### config.mk
export PLATFORM = sky130hd
export DESIGN_NAME = tcc_timer
export DESIGN_NICKNAME = d
export VERILOG_FILES = /design/src/rtl/tcc_pkg.sv /design/src/rtl/tcc_timer.sv
export SDC_FILE = /design/constraint.sdc
export NUM_CORES = 1
export LEC_CHECK = 0
export BUFFER_PORTS_ARGS = -buffer_cell sky130_fd_sc_hd__buf_2
export CORE_ASPECT_RATIO = 0.8
export CORE_MARGIN = 2
export CORE_UTILIZATION = 30
export DETAILED_ROUTE_END_ITERATION = 7
export PLACE_DENSITY = 0.45
export SLEW_MARGIN = 20
export SYNTH_ARGS = -nofsm -noshare
export SYNTH_HDL_FRONTEND = slang
export SYNTH_SLANG_ARGS = --single-unit
### constraint.sdc
create_clock -name aclk -period 2.3 [get_ports aclk]
set_input_delay 0.46 -clock aclk [delete_from_list [all_inputs] [get_ports aclk]]
set_output_delay 0.46 -clock aclk [all_outputs]
set_load 0.1 [all_outputs]
### src/rtl/tcc_pkg.sv
// Constants and carrier types of the 16-bit capture/compare timer
package tcc_pkg;

   // ==========================================================
   // Register map (byte addresses)
   localparam int ADDR_W = 6;
   localparam logic [5:0] OFF_MODE = 6'h00;
   localparam logic [5:0] OFF_CCCTL = 6'h04;
   localparam logic [5:0] OFF_PRESC = 6'h08;
   localparam logic [5:0] OFF_OUTCTL = 6'h0C;
   localparam logic [5:0] OFF_COUNT = 6'h10;
   localparam logic [5:0] OFF_CCA = 6'h14;
   localparam logic [5:0] OFF_CCB = 6'h18;
   localparam logic [5:0] OFF_STAT = 6'h1C;
   localparam logic [5:0] OFF_MASK = 6'h20;

   // ==========================================================
   // Field positions
   localparam int OVF_BIT = 0;
   localparam int RUN_LO = 2;
   localparam int CC_MODE_BIT = 0;
   localparam int CC_TRIG_BIT = 1;
   localparam int CLKSEL_LO = 0;
   localparam int ESA_LO = 4;
   localparam int ESB_LO = 6;
   localparam int OUT_EN_BIT = 0;
   localparam int OUT_PPG_BIT = 1;

   // ==========================================================
   // Encodings and reset values
   localparam logic [1:0] RUN_STOP = 2'h0;
   localparam logic [1:0] RUN_FREE = 2'h1;
   localparam logic [1:0] RUN_CLR_EDGE = 2'h2;
   localparam logic [1:0] RUN_CLR_MATCH = 2'h3;
   localparam logic [1:0] ES_FALL = 2'h0;
   localparam logic [1:0] ES_RISE = 2'h1;
   localparam logic [1:0] ES_BOTH = 2'h3;
   localparam logic [1:0] CK_DIV1 = 2'h0;
   localparam logic [1:0] CK_DIVA = 2'h1;
   localparam logic [1:0] CK_DIVB = 2'h2;
   localparam logic [1:0] CK_EXT = 2'h3;
   localparam logic [15:0] CNT_ZERO = 16'h0000;
   localparam logic [15:0] CNT_MAX = 16'hFFFF;
   localparam logic [15:0] CC_RESET = 16'h0000;
   localparam logic [1:0] RESP_OKAY = 2'h0;
   localparam logic [1:0] RESP_SLVERR = 2'h2;

   // ==========================================================
   // Carrier types
   typedef struct packed {
      logic match_b;
      logic capture;
      logic overflow;
      logic match_a;
   } tcc_evt_t;

   localparam int EVT_W = 4;

   typedef struct packed {
      logic [1:0] run_mode;
      logic cc_trig_sel;
      logic cc_mode;
      logic [1:0] edge_sel_b;
      logic [1:0] edge_sel_a;
      logic [1:0] clk_sel;
      logic out_ppg;
      logic out_en;
   } tcc_cfg_t;

endpackage : tcc_pkg

### src/rtl/tcc_timer.sv
// 16-bit up-counter with capture/compare, pulse output, AXI4-Lite slave
//
// Implementation choices: the register addresses and register access over AXI4-Lite.
`timescale 1ns/10ps

module tcc_timer #(
   parameter int DIV_A = 4,
   parameter int DIV_B = 16
) (
   input wire logic aclk,
   input wire logic aresetn,
   input wire logic [5:0] s_axi_awaddr,
   input wire logic [2:0] s_axi_awprot,
   input wire logic s_axi_awvalid,
   output logic s_axi_awready,
   input wire logic [31:0] s_axi_wdata,
   input wire logic [3:0] s_axi_wstrb,
   input wire logic s_axi_wvalid,
   output logic s_axi_wready,
   output logic [1:0] s_axi_bresp,
   output logic s_axi_bvalid,
   input wire logic s_axi_bready,
   input wire logic [5:0] s_axi_araddr,
   input wire logic [2:0] s_axi_arprot,
   input wire logic s_axi_arvalid,
   output logic s_axi_arready,
   output logic [31:0] s_axi_rdata,
   output logic [1:0] s_axi_rresp,
   output logic s_axi_rvalid,
   input wire logic s_axi_rready,
   input wire logic timer_in_a,
   input wire logic timer_in_b,
   output logic timer_out,
   output logic timer_out_oe,
   output logic match_a_irq,
   output logic irq
);

   localparam int PSC_W = $clog2(DIV_B);

   // ==========================================================
   // Helpers
   function automatic logic edge_hit(input logic [1:0] sel,
                                     input logic rise,
                                     input logic fall);
      logic hit;
      hit = 1'b0;
      case (sel)
         tcc_pkg::ES_FALL: hit = fall;
         tcc_pkg::ES_RISE: hit = rise;
         tcc_pkg::ES_BOTH: hit = rise | fall;
         default: hit = 1'b0;
      endcase
      return hit;
   endfunction : edge_hit

   function automatic logic [31:0] merge(input logic [31:0] old,
                                         input logic [31:0] data,
                                         input logic [3:0] strb);
      logic [31:0] res;
      res = old;
      for (int i = 0; i < 4; i++)
      begin
         if (strb[i])
            res[i*8 +: 8] = data[i*8 +: 8];
      end
      return res;
   endfunction : merge

   // ==========================================================
   // State
   tcc_pkg::tcc_cfg_t cfg;
   tcc_pkg::tcc_evt_t status;
   tcc_pkg::tcc_evt_t mask;
   tcc_pkg::tcc_evt_t evt;
   logic [15:0] up_counter;
   logic [15:0] capcomp_reg_a;
   logic [15:0] capcomp_reg_b;
   logic [PSC_W-1:0] psc;
   logic ti_a_q;
   logic ti_b_q;
   logic aw_got;
   logic w_got;
   logic [5:0] aw_addr;
   logic [31:0] w_data;
   logic [3:0] w_strb;

   // ==========================================================
   // Bus decode
   wire wr_go = aw_got & w_got & ~s_axi_bvalid;
   wire rd_go = s_axi_arvalid & s_axi_arready;
   wire wr_mode = wr_go & (aw_addr == tcc_pkg::OFF_MODE);
   wire wr_ccctl = wr_go & (aw_addr == tcc_pkg::OFF_CCCTL);
   wire wr_presc = wr_go & (aw_addr == tcc_pkg::OFF_PRESC);
   wire wr_outctl = wr_go & (aw_addr == tcc_pkg::OFF_OUTCTL);
   wire wr_cca = wr_go & (aw_addr == tcc_pkg::OFF_CCA);
   wire wr_ccb = wr_go & (aw_addr == tcc_pkg::OFF_CCB);
   wire wr_stat = wr_go & (aw_addr == tcc_pkg::OFF_STAT);
   wire wr_mask = wr_go & (aw_addr == tcc_pkg::OFF_MASK);
   wire wr_hit = wr_mode | wr_ccctl | wr_presc | wr_outctl | wr_cca
      | wr_ccb | wr_stat | wr_mask | (aw_addr == tcc_pkg::OFF_COUNT);
   // Freezing the tick on a counter read avoids a torn value
   wire rd_hold = rd_go & (s_axi_araddr == tcc_pkg::OFF_COUNT);
   wire [31:0] w_old = 32'h00000000;
   wire [31:0] w_val = merge(w_old, w_data, w_strb);
   wire [31:0] cca_wr = merge({16'h0000, capcomp_reg_a}, w_data, w_strb);
   wire [31:0] ccb_wr = merge({16'h0000, capcomp_reg_b}, w_data, w_strb);

   logic [31:0] rd_val;
   logic rd_ok;
   always_comb
   begin
      rd_val = 32'h00000000;
      rd_ok = 1'b1;
      case (s_axi_araddr)
         tcc_pkg::OFF_MODE:
         begin
            rd_val[tcc_pkg::RUN_LO +: 2] = cfg.run_mode;
            rd_val[tcc_pkg::OVF_BIT] = status.overflow;
         end
         tcc_pkg::OFF_CCCTL:
         begin
            rd_val[tcc_pkg::CC_MODE_BIT] = cfg.cc_mode;
            rd_val[tcc_pkg::CC_TRIG_BIT] = cfg.cc_trig_sel;
         end
         tcc_pkg::OFF_PRESC:
         begin
            rd_val[tcc_pkg::CLKSEL_LO +: 2] = cfg.clk_sel;
            rd_val[tcc_pkg::ESA_LO +: 2] = cfg.edge_sel_a;
            rd_val[tcc_pkg::ESB_LO +: 2] = cfg.edge_sel_b;
         end
         tcc_pkg::OFF_OUTCTL:
         begin
            rd_val[tcc_pkg::OUT_EN_BIT] = cfg.out_en;
            rd_val[tcc_pkg::OUT_PPG_BIT] = cfg.out_ppg;
         end
         tcc_pkg::OFF_COUNT: rd_val[15:0] = up_counter;
         tcc_pkg::OFF_CCA: rd_val[15:0] = capcomp_reg_a;
         tcc_pkg::OFF_CCB: rd_val[15:0] = capcomp_reg_b;
         tcc_pkg::OFF_STAT: rd_val[tcc_pkg::EVT_W-1:0] = status;
         tcc_pkg::OFF_MASK: rd_val[tcc_pkg::EVT_W-1:0] = mask;
         default: rd_ok = 1'b0;
      endcase
   end

   // ==========================================================
   // Count clock and input edges
   wire en_a = (psc & PSC_W'(DIV_A - 1)) == PSC_W'(DIV_A - 1);
   wire en_b = psc == PSC_W'(DIV_B - 1);
   wire rise_a = timer_in_a & ~ti_a_q;
   wire fall_a = ~timer_in_a & ti_a_q;
   wire rise_b = timer_in_b & ~ti_b_q;
   wire fall_b = ~timer_in_b & ti_b_q;
   // Input edges are seen only if each level spans the sampling
   wire valid_a = edge_hit(cfg.edge_sel_a, rise_a, fall_a);
   // Capture from input A uses the opposite edge; code 11 disables it
   wire cap_src_a = (cfg.edge_sel_a != tcc_pkg::ES_BOTH)
      & edge_hit(cfg.edge_sel_a, fall_a, rise_a);
   wire cap_src_b = edge_hit(cfg.edge_sel_b, rise_b, fall_b);
   wire running = cfg.run_mode != tcc_pkg::RUN_STOP;

   logic base_tick;
   always_comb
   begin
      case (cfg.clk_sel)
         tcc_pkg::CK_DIV1: base_tick = 1'b1;
         tcc_pkg::CK_DIVA: base_tick = en_a;
         tcc_pkg::CK_DIVB: base_tick = en_b;
         tcc_pkg::CK_EXT: base_tick = valid_a;
         default: base_tick = 1'b0;
      endcase
   end

   wire tick = running & base_tick & ~rd_hold;
   wire at_cca = up_counter == capcomp_reg_a;
   wire at_ccb = up_counter == capcomp_reg_b;
   wire cyc_end = tick & at_cca;
   wire edge_clr = running & valid_a
      & (cfg.run_mode == tcc_pkg::RUN_CLR_EDGE);
   wire match_clr = cyc_end
      & (cfg.run_mode == tcc_pkg::RUN_CLR_MATCH);
   // Pulse-width capture resolves to one clock of edge detect
   wire cap_go = running & cfg.cc_mode
      & (cfg.cc_trig_sel ? cap_src_a : cap_src_b);

   logic [15:0] next_counter;
   always_comb
   begin
      if (!running)
         next_counter = tcc_pkg::CNT_ZERO;
      else if (edge_clr || match_clr)
         next_counter = tcc_pkg::CNT_ZERO;
      else if (tick)
         next_counter = 16'(up_counter + 16'h0001);
      else
         next_counter = up_counter;
   end

   always_comb
   begin
      evt.match_a = cyc_end & ~cfg.cc_mode;
      evt.overflow = tick & (up_counter == tcc_pkg::CNT_MAX);
      evt.capture = cap_go;
      evt.match_b = tick & at_ccb;
   end

   // Output goes low the clock after out_en clears; the pin is shared with input A
   logic next_out;
   always_comb
   begin
      next_out = timer_out;
      if (!cfg.out_en)
         next_out = 1'b0;
      else if (cfg.out_ppg)
      begin
         if (cyc_end)
            next_out = 1'b1;
         else if (evt.match_b)
            next_out = 1'b0;
      end
      else if (cyc_end)
         next_out = ~timer_out;
   end

   // ==========================================================
   // Timer state
   always_ff @(posedge aclk)
   begin
      if (!aresetn)
      begin
         up_counter <= tcc_pkg::CNT_ZERO;
         psc <= '0;
         ti_a_q <= 1'b0;
         ti_b_q <= 1'b0;
         timer_out <= 1'b0;
         match_a_irq <= 1'b0;
      end
      else
      begin
         up_counter <= next_counter;
         psc <= PSC_W'(psc + 1'b1);
         ti_a_q <= timer_in_a;
         ti_b_q <= timer_in_b;
         timer_out <= next_out;
         match_a_irq <= evt.match_a;
      end
   end

   // ==========================================================
   // Software registers; hardware capture beats a software write
   always_ff @(posedge aclk)
   begin
      if (!aresetn)
      begin
         cfg <= '0;
         capcomp_reg_a <= tcc_pkg::CC_RESET;
         capcomp_reg_b <= tcc_pkg::CC_RESET;
         mask <= '0;
         status <= '0;
      end
      else
      begin
         if (wr_mode)
            cfg.run_mode <= w_val[tcc_pkg::RUN_LO +: 2];
         if (wr_ccctl)
         begin
            cfg.cc_mode <= w_val[tcc_pkg::CC_MODE_BIT];
            cfg.cc_trig_sel <= w_val[tcc_pkg::CC_TRIG_BIT];
         end
         if (wr_presc)
         begin
            cfg.clk_sel <= w_val[tcc_pkg::CLKSEL_LO +: 2];
            cfg.edge_sel_a <= w_val[tcc_pkg::ESA_LO +: 2];
            cfg.edge_sel_b <= w_val[tcc_pkg::ESB_LO +: 2];
         end
         if (wr_outctl)
         begin
            cfg.out_en <= w_val[tcc_pkg::OUT_EN_BIT];
            cfg.out_ppg <= w_val[tcc_pkg::OUT_PPG_BIT];
         end
         if (cap_go)
            capcomp_reg_a <= up_counter;
         else if (wr_cca)
            capcomp_reg_a <= cca_wr[15:0];
         if (wr_ccb)
            capcomp_reg_b <= ccb_wr[15:0];
         if (wr_mask)
            mask <= w_val[tcc_pkg::EVT_W-1:0];
         // Set wins over a same-cycle write-one clear
         status <= (status & ~(wr_stat ? w_val[tcc_pkg::EVT_W-1:0]
            : 4'h0)) | evt;
      end
   end

   assign irq = |(status & mask);
   assign timer_out_oe = cfg.out_en;

   // ==========================================================
   // AXI4-Lite handshakes; one write and one read at a time
   assign s_axi_awready = ~aw_got & ~s_axi_bvalid;
   assign s_axi_wready = ~w_got & ~s_axi_bvalid;
   assign s_axi_arready = ~s_axi_rvalid;

   always_ff @(posedge aclk)
   begin
      if (!aresetn)
      begin
         aw_got <= 1'b0;
         w_got <= 1'b0;
         aw_addr <= 6'h00;
         w_data <= 32'h00000000;
         w_strb <= 4'h0;
         s_axi_bvalid <= 1'b0;
         s_axi_bresp <= tcc_pkg::RESP_OKAY;
         s_axi_rvalid <= 1'b0;
         s_axi_rdata <= 32'h00000000;
         s_axi_rresp <= tcc_pkg::RESP_OKAY;
      end
      else
      begin
         if (s_axi_awvalid && s_axi_awready)
         begin
            aw_got <= 1'b1;
            aw_addr <= s_axi_awaddr;
         end
         if (s_axi_wvalid && s_axi_wready)
         begin
            w_got <= 1'b1;
            w_data <= s_axi_wdata;
            w_strb <= s_axi_wstrb;
         end
         if (wr_go)
         begin
            aw_got <= 1'b0;
            w_got <= 1'b0;
            s_axi_bvalid <= 1'b1;
            s_axi_bresp <= wr_hit ? tcc_pkg::RESP_OKAY
               : tcc_pkg::RESP_SLVERR;
         end
         else if (s_axi_bready)
            s_axi_bvalid <= 1'b0;
         if (rd_go)
         begin
            s_axi_rvalid <= 1'b1;
            s_axi_rdata <= rd_val;
            s_axi_rresp <= rd_ok ? tcc_pkg::RESP_OKAY
               : tcc_pkg::RESP_SLVERR;
         end
         else if (s_axi_rready)
            s_axi_rvalid <= 1'b0;
      end
   end

endmodule : tcc_timer

; ---- Word-level counts from Yosys, hierarchy flattened
; Cells that the tools add are included.
[totals]
elab_cells = 179
in_bits = 63
register_bits = 124
out_inout_bits = 45
[classes]
eq_ne = 31
n_mux = 27
n_reduce_logical = 26
n_bitwise = 57
add_sub_neg = 2
[op_table]
columns = operator, n
row1 = $eq 6x5->1 const B, 8
row2 = $eq 16x16->1, 2
row3 = $mux 16, 2
row4 = $and 1x1->1, 30
row5 = $eq 6x4->1 const B, 4
row6 = $mux 8, 3
row7 = $pmux 8 s3, 1
row8 = $add 16x1->16 const B, 1
row9 = $eq 16x16->1 const B, 1
row10 = $pmux 4 s4, 1
row11 = $reduce_bool 2->1, 8
row12 = $eq 2x2->1 const B, 7
row13 = $not 1->1, 13
row14 = $eq 6x3->1 const B, 2
row15 = $eq 6x6->1 const B, 2
row16 = $logic_not 6->1, 2
row17 = $pmux 2 s6, 1
row18 = $reduce_and 2->1, 6
row19 = $mux 1, 10
row20 = $or 1x1->1, 10
row21 = $pmux 1 s3, 3
row22 = $pmux 1 s9, 1
row23 = $reduce_or 9->1, 1
row24 = $and 4x4->4, 2
row25 = 16 further kinds, 22

; ---- Longest topological paths before layout
; Gate-level depths: netlist (run 1).
[depth]
ltp_word = 12
depth_mapped = 9
mapped_depth_nobuf = 8

; ---- Worst setup path before layout (run 1)
; Ideal clock, no wire load.
[synth_timing]
path_type = reg-to-reg
start = register s_axi_bvalid
end = register aw_addr[4]
n_path_buf = 1
arrival_time_ps = 2951
setup_ps = 128
path_stages_with_launch = 6
synth_period_minus_slack_ps = 3079
path_slack_ps = -779
required_ps = 2172
cell_sequence = dfxtp_1 -> nor2_1 -> and2_1 -> clkbuf_1 -> mux2i_1 -> nor2_1
[synth_via]
elab_chain_cells = 3
[synth_lines]
columns = item, line
row1 = from (decl), tcc_timer.sv:21  ; output logic s_axi_bvalid,
row2 = from (signal assigned), tcc_timer.sv:313  ; s_axi_bvalid <= 1'b0;
row3 = from (signal assigned), tcc_timer.sv:336  ; s_axi_bvalid <= 1'b1;
row4 = from (signal assigned), tcc_timer.sv:341  ; s_axi_bvalid <= 1'b0;
row5 = $not 1->1, tcc_timer.sv:300  ; assign s_axi_awready = ~aw_got & ~s_axi_bvalid;
row6 = $and 1x1->1, tcc_timer.sv:300
row7 = net s_axi_awready, tcc_timer.sv:15  ; output logic s_axi_awready,
row8 = $logic_and 1x1->1, tcc_timer.sv:321  ; if (s_axi_awvalid && s_axi_awready)
row9 = to (signal assigned), tcc_timer.sv:324  ; aw_addr <= s_axi_awaddr;
row10 = to (decl), tcc_timer.sv:84  ; logic [5:0] aw_addr;
; The timed path passes the listed nets, and every way through them passes these cells.
; A chain may end at the register's enable or synchronous reset.

; ---- Worst setup path in the final report (run 1)
[layout_timing]
start = register s_axi_bvalid
end = register capcomp_reg_a[15]
[layout_via]
elab_chain_cells = 5
[layout_lines]
columns = item, line
row1 = $not 1->1, tcc_timer.sv:90  ; wire wr_go = aw_got & w_got & ~s_axi_bvalid;
row2 = $and 1x1->1, tcc_timer.sv:90
row3 = $and 1x1->1, tcc_timer.sv:96  ; wire wr_cca = wr_go & (aw_addr == tcc_pkg::OFF_CCA);
row4 = $reduce_bool 2->1 (no source line), n/a
row5 = $reduce_and 2->1 (no source line), n/a
row6 = to (signal assigned), tcc_timer.sv:256  ; capcomp_reg_a <= tcc_pkg::CC_RESET;
row7 = to (signal assigned), tcc_timer.sv:282  ; capcomp_reg_a <= up_counter;
row8 = to (signal assigned), tcc_timer.sv:284  ; capcomp_reg_a <= cca_wr[15:0];
row9 = to (decl), tcc_timer.sv:77  ; logic [15:0] capcomp_reg_a;
; No other way between the ends.

==> metrics.yaml, run 1 <==
yosys_register_bits: 122
dieArea_sq_mm: 0.0213
drc: 0
area.sequential_sq_mm: 0.00245
grt_remaining_overflow: 0
ys_types: 49
dr.pass1.iters: 4
timing_hold_violations_final: 0
synth_cells: 700
vdd_drop_max_mv: 0.400
postCtsSetupBuffers: 0
crit_path_max_incr_delay_ns: 0.36
yosysTopAreaCellShare: 0.405
synth_area_leaders: "dfxtp_1, mux2i_1, nor2_1"
crit_buf_inv: 1
rsz0062_at_grt: "false"
reg2reg_depth: 7
clock_latency_ns: 0.42
p_total_mw: 5.37
p_int_mw: 3.93
use_met3: 0.0369
p_clk_frac: 0.489
vias_per_cell: 4.89
yosys.area.top_type: "dfxtp_1"
cts_buffers: 17
hold_class: "input port to register"
antenna_found_initial: 0
wl_mm: 17.6
htreeDepth: 4
min_period_over_period: 0.923
fmaxAchievable_mhz: 471
track_usage: 0.172
hpwl_mm: 13.6
cts_tree: "yes"
fillCellCount: 2055
clkSlewWorstSetupHoldPaths_ns: 0.06
portBuffers: 65
synth_flop_cell: "dfxtp_1"
io_pins: 108
leakagePower_nw: 3.09
holdPathEnd: "s_axi_rvalid"
cts_resized: 0
syn_to_final_growth_pct: 21.8
gp_congestion: 0.830
drv_slew: 0
synth_commonest_cells: "dfxtp_1, nor2_1, nand2_1"
end_kind: "register"
grt_start_max_net_pins: 42
cts_buffer_depth: 2
synth_area_per_cell_sq_um: 8.62
antenna_cells: 0
busiest_layer: "met1"
path_cells: "nand2b_1 -> or2_2 -> nor4_4 -> buf_4 -> nand4_2 -> mux2i_1 -> a21oi_1"
grt_pass1_wl_mm: 27.6
wl_per_cell_um: 16.8
hp-start: "s_axi_rready"
grt_use_met2: 0.232
r2r_slack_ns: 0.18
num_rows: 46
slowest_stage: "dfxtp_2"
crit_fanout: 8
yosys_warnings: 0
async_flop_share: 0
power_density_mw_per_mm2: 732
cts_root_buf: "clkbuf_16"
final_net_count: 842
drv_cap: 0
ys_seq_area_frac: 0.405
ant_nets: 0
grt_pass1_vias: 4935
use_met1: 0.265
initial_utilization: 0.306
cts.sinks: 122
relSlewSlack: 0.629
path_class: "register to register"
core_sq_mm: 0.0197
cp.arrival_ns: 2.43
syn-cell-area_sq_mm: 0.00603
cts.hold.buffers_added: 0
die_y_um: 131
status: "finished clean"
period_needed_ns: 2.12
finalNonFillerCells: 1050
p_sw_mw: 1.44
switching_share: 0.268
seqPwrFrac: 0.414
drtIter0Drc: 319
vias: 5138
final_layout_size_suffix_gt1_frac: 0.202
worstMarginPinSlew_ns: 0.555
skew_ns: 0.00869
power_frac_comb: 0.097
r2r_end: "capcomp_reg_a[15]"
crit_required_ns: 2.61
cp_top_family: "simple AND/OR/NAND/NOR gates"
die_width_um: 163
fin_tns_setup_ns: 0
holdPathStages: 2
dp.cells: 1015
synth_edf_count: 0
synth_most_common_cell: "dfxtp_1"
multiInputGateArea_sq_mm: 0.00331
r2r-start: "s_axi_bvalid"
setup_violations: 0
start_kind: "register"
==> through the flow <==
stage,cell area (sq um),setup WS (ns),hold WS (ns),utilization
final,7340,0.176,0.220,0.372
after CTS,7320,0.0934,0.208,0.371
after floorplan,6110,-0.00209,0.418,-
after global placement,6740,0.107,0.427,0.342
after global routing,7340,0.0262,0.206,0.372
after detailed placement,6740,0.111,0.444,0.342
==> cells by family after synthesis <==
group	count (synthesis)	share of synthesized area
AND/OR/NAND/NOR	246	0.200
AO/OA/AOI/OAI	128	0.125
flip-flops	122	0.405
buffers and inverters	76	0.0610
multiplexers	72	0.125
XOR/XNOR	49	0.0711
adder cells (fa/ha/maj)	6	0.0124
other	1	0.000622
==> power groups by stage <==
| stage | combinational, mW | sequential, mW | clock, mW |
|---|---|---|---|
| 2_1_floorplan | 0.383 | 2.30 | 0 |
| 3_3_place_gp | 0.512 | 2.27 | 0 |
| 3_5_place_dp | 0.520 | 2.27 | 0 |
| 4_1_cts | 0.521 | 2.22 | 2.68 |
| 5_1_grt | 0.558 | 2.23 | 2.77 |
| 6_report | 0.521 | 2.22 | 2.63 |
==> cells in the final DEF, fill, tap and decap left out, types with 4 or more instances in the layout <==
cell type   synthesis  final
nor3_1              5      5
conb_1              1     18
nand4_2             4      4
dfxtp_1           122    120
nor2b_1            12     12
inv_1               8      7
clkinvlp_4          0      5
a21oi_1            53     53
nand3_1            18     18
mux2i_1            65     65
and2_1              6      6
ha_1                6      6
buf_2               3     65
nor2_1             82     81
xnor2_1            33     33
and3_1              4      4
a22oi_1            18     18
clkbuf_16           0     17
mux2_2              5      5
a32oi_1             4      4
nand2b_1            9      9
o21ai_0            38     38
buf_4              19     37
nand4_1            16     16
nand2_1            70     69
xor2_1             16     16
==> flip-flops by register name (all words and copies together), names as in the netlist, 2 cells and up <==
signal	cells
w_data	16
capcomp_reg_a	16
mask	4
aw_addr	6
psc	4
up_counter	16
w_strb	2
s_axi_rdata	16
capcomp_reg_b	16
cfg	11
status	4
==> worst max path at each step <==
stage,startpoint,to,slack [ns],cells after the start
after detailed placement,psc[0],up_counter[15],0.11,7
after global placement,psc[0],up_counter[0],0.11,7
after floorplan,s_axi_bvalid,aw_addr[4],-0.002,5
after global routing,s_axi_bvalid,capcomp_reg_a[4],0.03,7
after CTS,psc[0],up_counter[11],0.09,7
final,s_axi_bvalid,capcomp_reg_a[15],0.18,7
==> cell type report <==
cell class | instances | share of cell area
clock inverters | 10 | 0.0157
repair buffers | 104 | 0.0876
multi-input cells | 519 | 0.450
inverters | 9 | 0.00511
clock buffers | 22 | 0.0632
flip-flops and latches | 122 | 0.333
well taps | 264 | 0.0450
==> metal layers <==
metal / wire length (um) / up-vias
met5: 0 / -
met4: 264 / 0
met3: 1070 / 21
met2: 6600 / 151
met1: 9690 / 2427
li1: - / 2539
(Power assumes the default switching activity.)
==> run 2: changes to the inputs <==
- ABC_AREA: default -> 1
==> metrics.yaml, run 2 <==
status: "finished clean"
period_needed_ns: 1.96  # -0.161 ns
grt_start_max_net_pins: 71  # +69%
dieArea_sq_mm: 0.0219  # +2.9%
grt_pass1_vias: 5165  # +4.7%
crit_required_ns: 1.84  # -0.77 ns
synth_commonest_cells: "nand2_1, dfxtp_1, nor2_1"
final_layout_size_suffix_gt1_frac: 0.145  # -0.0572
io_pins: 108  # unchanged
clkSlewWorstSetupHoldPaths_ns: 0.06  # about the same
synth_area_per_cell_sq_um: 6.99  # -19%
crit_fanout: 3  # -5
syn_to_final_growth_pct: 19.7
track_usage: 0.176  # +0.00374
drc: 0  # unchanged
drv_cap: 0  # unchanged
clock_latency_ns: 0.42  # about the same
skew_ns: 0.00804  # -0.000656 ns
power_density_mw_per_mm2: 739  # +0.93%
vias: 5746  # +12%
num_rows: 47  # +2.2%
start_kind: "register"
reg2reg_depth: 11  # +4
portBuffers: 65  # unchanged
yosys.area.top_type: "dfxtp_1"
htreeDepth: 4  # unchanged
async_flop_share: 0  # unchanged
postCtsSetupBuffers: 0  # unchanged
antenna_found_initial: 0  # unchanged
end_kind: "output port"
grt_use_met2: 0.212  # -0.0200
die_width_um: 165  # +1.4%
synth_cells: 889  # +27%
hpwl_mm: 14.2  # +4.1%
antenna_cells: 0  # unchanged
cts_root_buf: "clkbuf_16"
wl_per_cell_um: 15.2  # -9.6%
final_common_cell: "nand2_1"
hold_ws_ns: 0.249  # +0.0285 ns
cts.hold.buffers_added: 0  # unchanged
hold_class: "input port to register"
fmaxAchievable_mhz: 510  # +8.2%
grt_remaining_overflow: 0  # unchanged
min_period_over_period: 0.853  # -0.0701
use_met1: 0.294  # +0.0283
dr.pass1.iters: 4  # unchanged
path_class: "register to output port"
cp.arrival_ns: 1.50  # -0.93 ns
p_clk_frac: 0.486  # -0.003
wl_mm: 18.8  # +6.8%
vdd_drop_max_mv: 0.358  # -11%
final_net_count: 1028  # +22%
seqPwrFrac: 0.409  # -0.005
cts_buffer_depth: 2  # unchanged
mostFrequentLayoutCells: "nand2_1, dfxtp_1, nor2_1, inv_1, o21ai_0"
ys_types: 39  # -20%
grt_pass1_wl_mm: 29.3  # +6.1%
core_sq_mm: 0.0205  # +4.0%
rsz0062_at_grt: "false"
leakagePower_nw: 2.86  # -7.2%
cts_resized: 0  # unchanged
holdPathEnd: "ti_b_q"
relSlewSlack: 0.530  # -0.0986
ys_seq_area_frac: 0.393  # -0.0117
setup_violations: 0  # unchanged
r2r_end: "up_counter[5]"
busiest_layer: "met1"
yosys_register_bits: 122  # unchanged
switching_share: 0.284  # +0.0158
yosysTopAreaCellShare: 0.393  # -0.0117
fillCellCount: 2251  # +9.5%
timing_hold_violations_final: 0  # unchanged
synth_most_common_cell: "nand2_1"
die_y_um: 133  # +1.4%
p_sw_mw: 1.56  # +8.2%
cts.sinks: 122  # unchanged
fin_tns_setup_ns: 0  # unchanged
gp_congestion: 0.795  # -4.2%
r2r-start: "ti_a_q"
r2r_slack_ns: 0.46  # +0.28 ns
cts_tree: "yes"
p_int_mw: 3.93  # about the same
power_frac_comb: 0.105  # +0.008
drv_slew: 0  # unchanged
vias_per_cell: 4.63  # -5.4%
synth_flop_cell: "dfxtp_1"
syn-cell-area_sq_mm: 0.00621  # +3.0%
drtIter0Drc: 352  # +10%
hp-start: "timer_in_b"
cts_buffers: 17  # unchanged
yosys_warnings: 0  # unchanged
synth_edf_count: 0  # unchanged
initial_utilization: 0.303  # -0.00292
holdPathStages: 3  # +1
synth_area_leaders: "dfxtp_1, nand2_1, o21ai_0"
worstMarginPinSlew_ns: 0.705  # +0.150 ns
ant_nets: 0  # unchanged
use_met3: 0.0458  # +0.00884
[run 2: cell type report]
type / instances / area, sq um / share of cell area
inverter: 108 / 405 / 0.0545
multi-input combinational: 625 / 3140 / 0.422
tap: 269 / 337 / 0.0453
sequential: 122 / 2440 / 0.329
timing repair buffer: 85 / 526 / 0.0707
clock inverter: 14 / 146 / 0.0197
clock buffer: 18 / 439 / 0.0591
[run 2: worst max-delay path by stage]
stage                            start          endpoint  slack [ns]  cells after the start
after detailed placement    timer_in_a     up_counter[6]        0.15                     13
after CTS                      mask[2]               irq        0.33                      3
after floorplan           s_axi_bvalid        w_data[10]        0.09                      6
after global placement      timer_in_a     up_counter[5]        0.15                     13
final                          mask[2]               irq        0.34                      3
after global routing      s_axi_bvalid  capcomp_reg_b[0]        0.15                      6
[run 2: power by group through the flow]
stage | Sequential (mW) | Clock, mW | Combinational [mW]
floorplan | 2.32 | 0 | 0.424
global placement | 2.29 | 0 | 0.580
detailed placement | 2.29 | 0 | 0.581
CTS | 2.24 | 2.73 | 0.583
global route | 2.25 | 2.83 | 0.632
finish | 2.24 | 2.67 | 0.578
[run 2: kinds of logic (layout without fill, tap and decap cells)]
| logic type | count (synthesis) | count (layout) | synth area share |
|---|---|---|---|
| AO/OA/AOI/OAI | 195 | 195 | 0.177 |
| XOR/XNOR | 33 | 33 | 0.0465 |
| adder cells (fa/ha/maj) | 6 | 6 | 0.0121 |
| buffers and inverters | 159 | 225 | 0.114 |
| other | 1 | 18 | 0.000604 |
| AND/OR/NAND/NOR | 373 | 373 | 0.257 |
| flip-flops | 122 | 122 | 0.393 |
[run 2: layer usage]
| layer | wire (um) | vias to the layer above |
|---|---|---|
| met4 | 252 | 0 |
| met5 | 0 | - |
| met1 | 10900 | 2568 |
| met3 | 1090 | 16 |
| met2 | 6570 | 154 |
| li1 | - | 3008 |
[run 2: stage by stage]
step,cell area [sq um],utilization,power (mW),std cells,worst slack [ns]
2_1_floorplan,6290,-,2.74,906,0.0914
3_3_place_gp,6850,0.334,2.87,1209,0.146
3_5_place_dp,6850,0.334,2.87,1209,0.150
4_1_cts,7430,0.362,5.56,1241,0.326
5_1_grt,7430,0.362,5.71,1241,0.147
6_report,7430,0.362,5.49,1241,0.338
[run 2: worst max-delay path, stage by stage (launching register included)]
cell and delay (ns):
dfxtp_1 0.44, nand2_1 0.08, nand4_1 0.12, buf_2 0.44
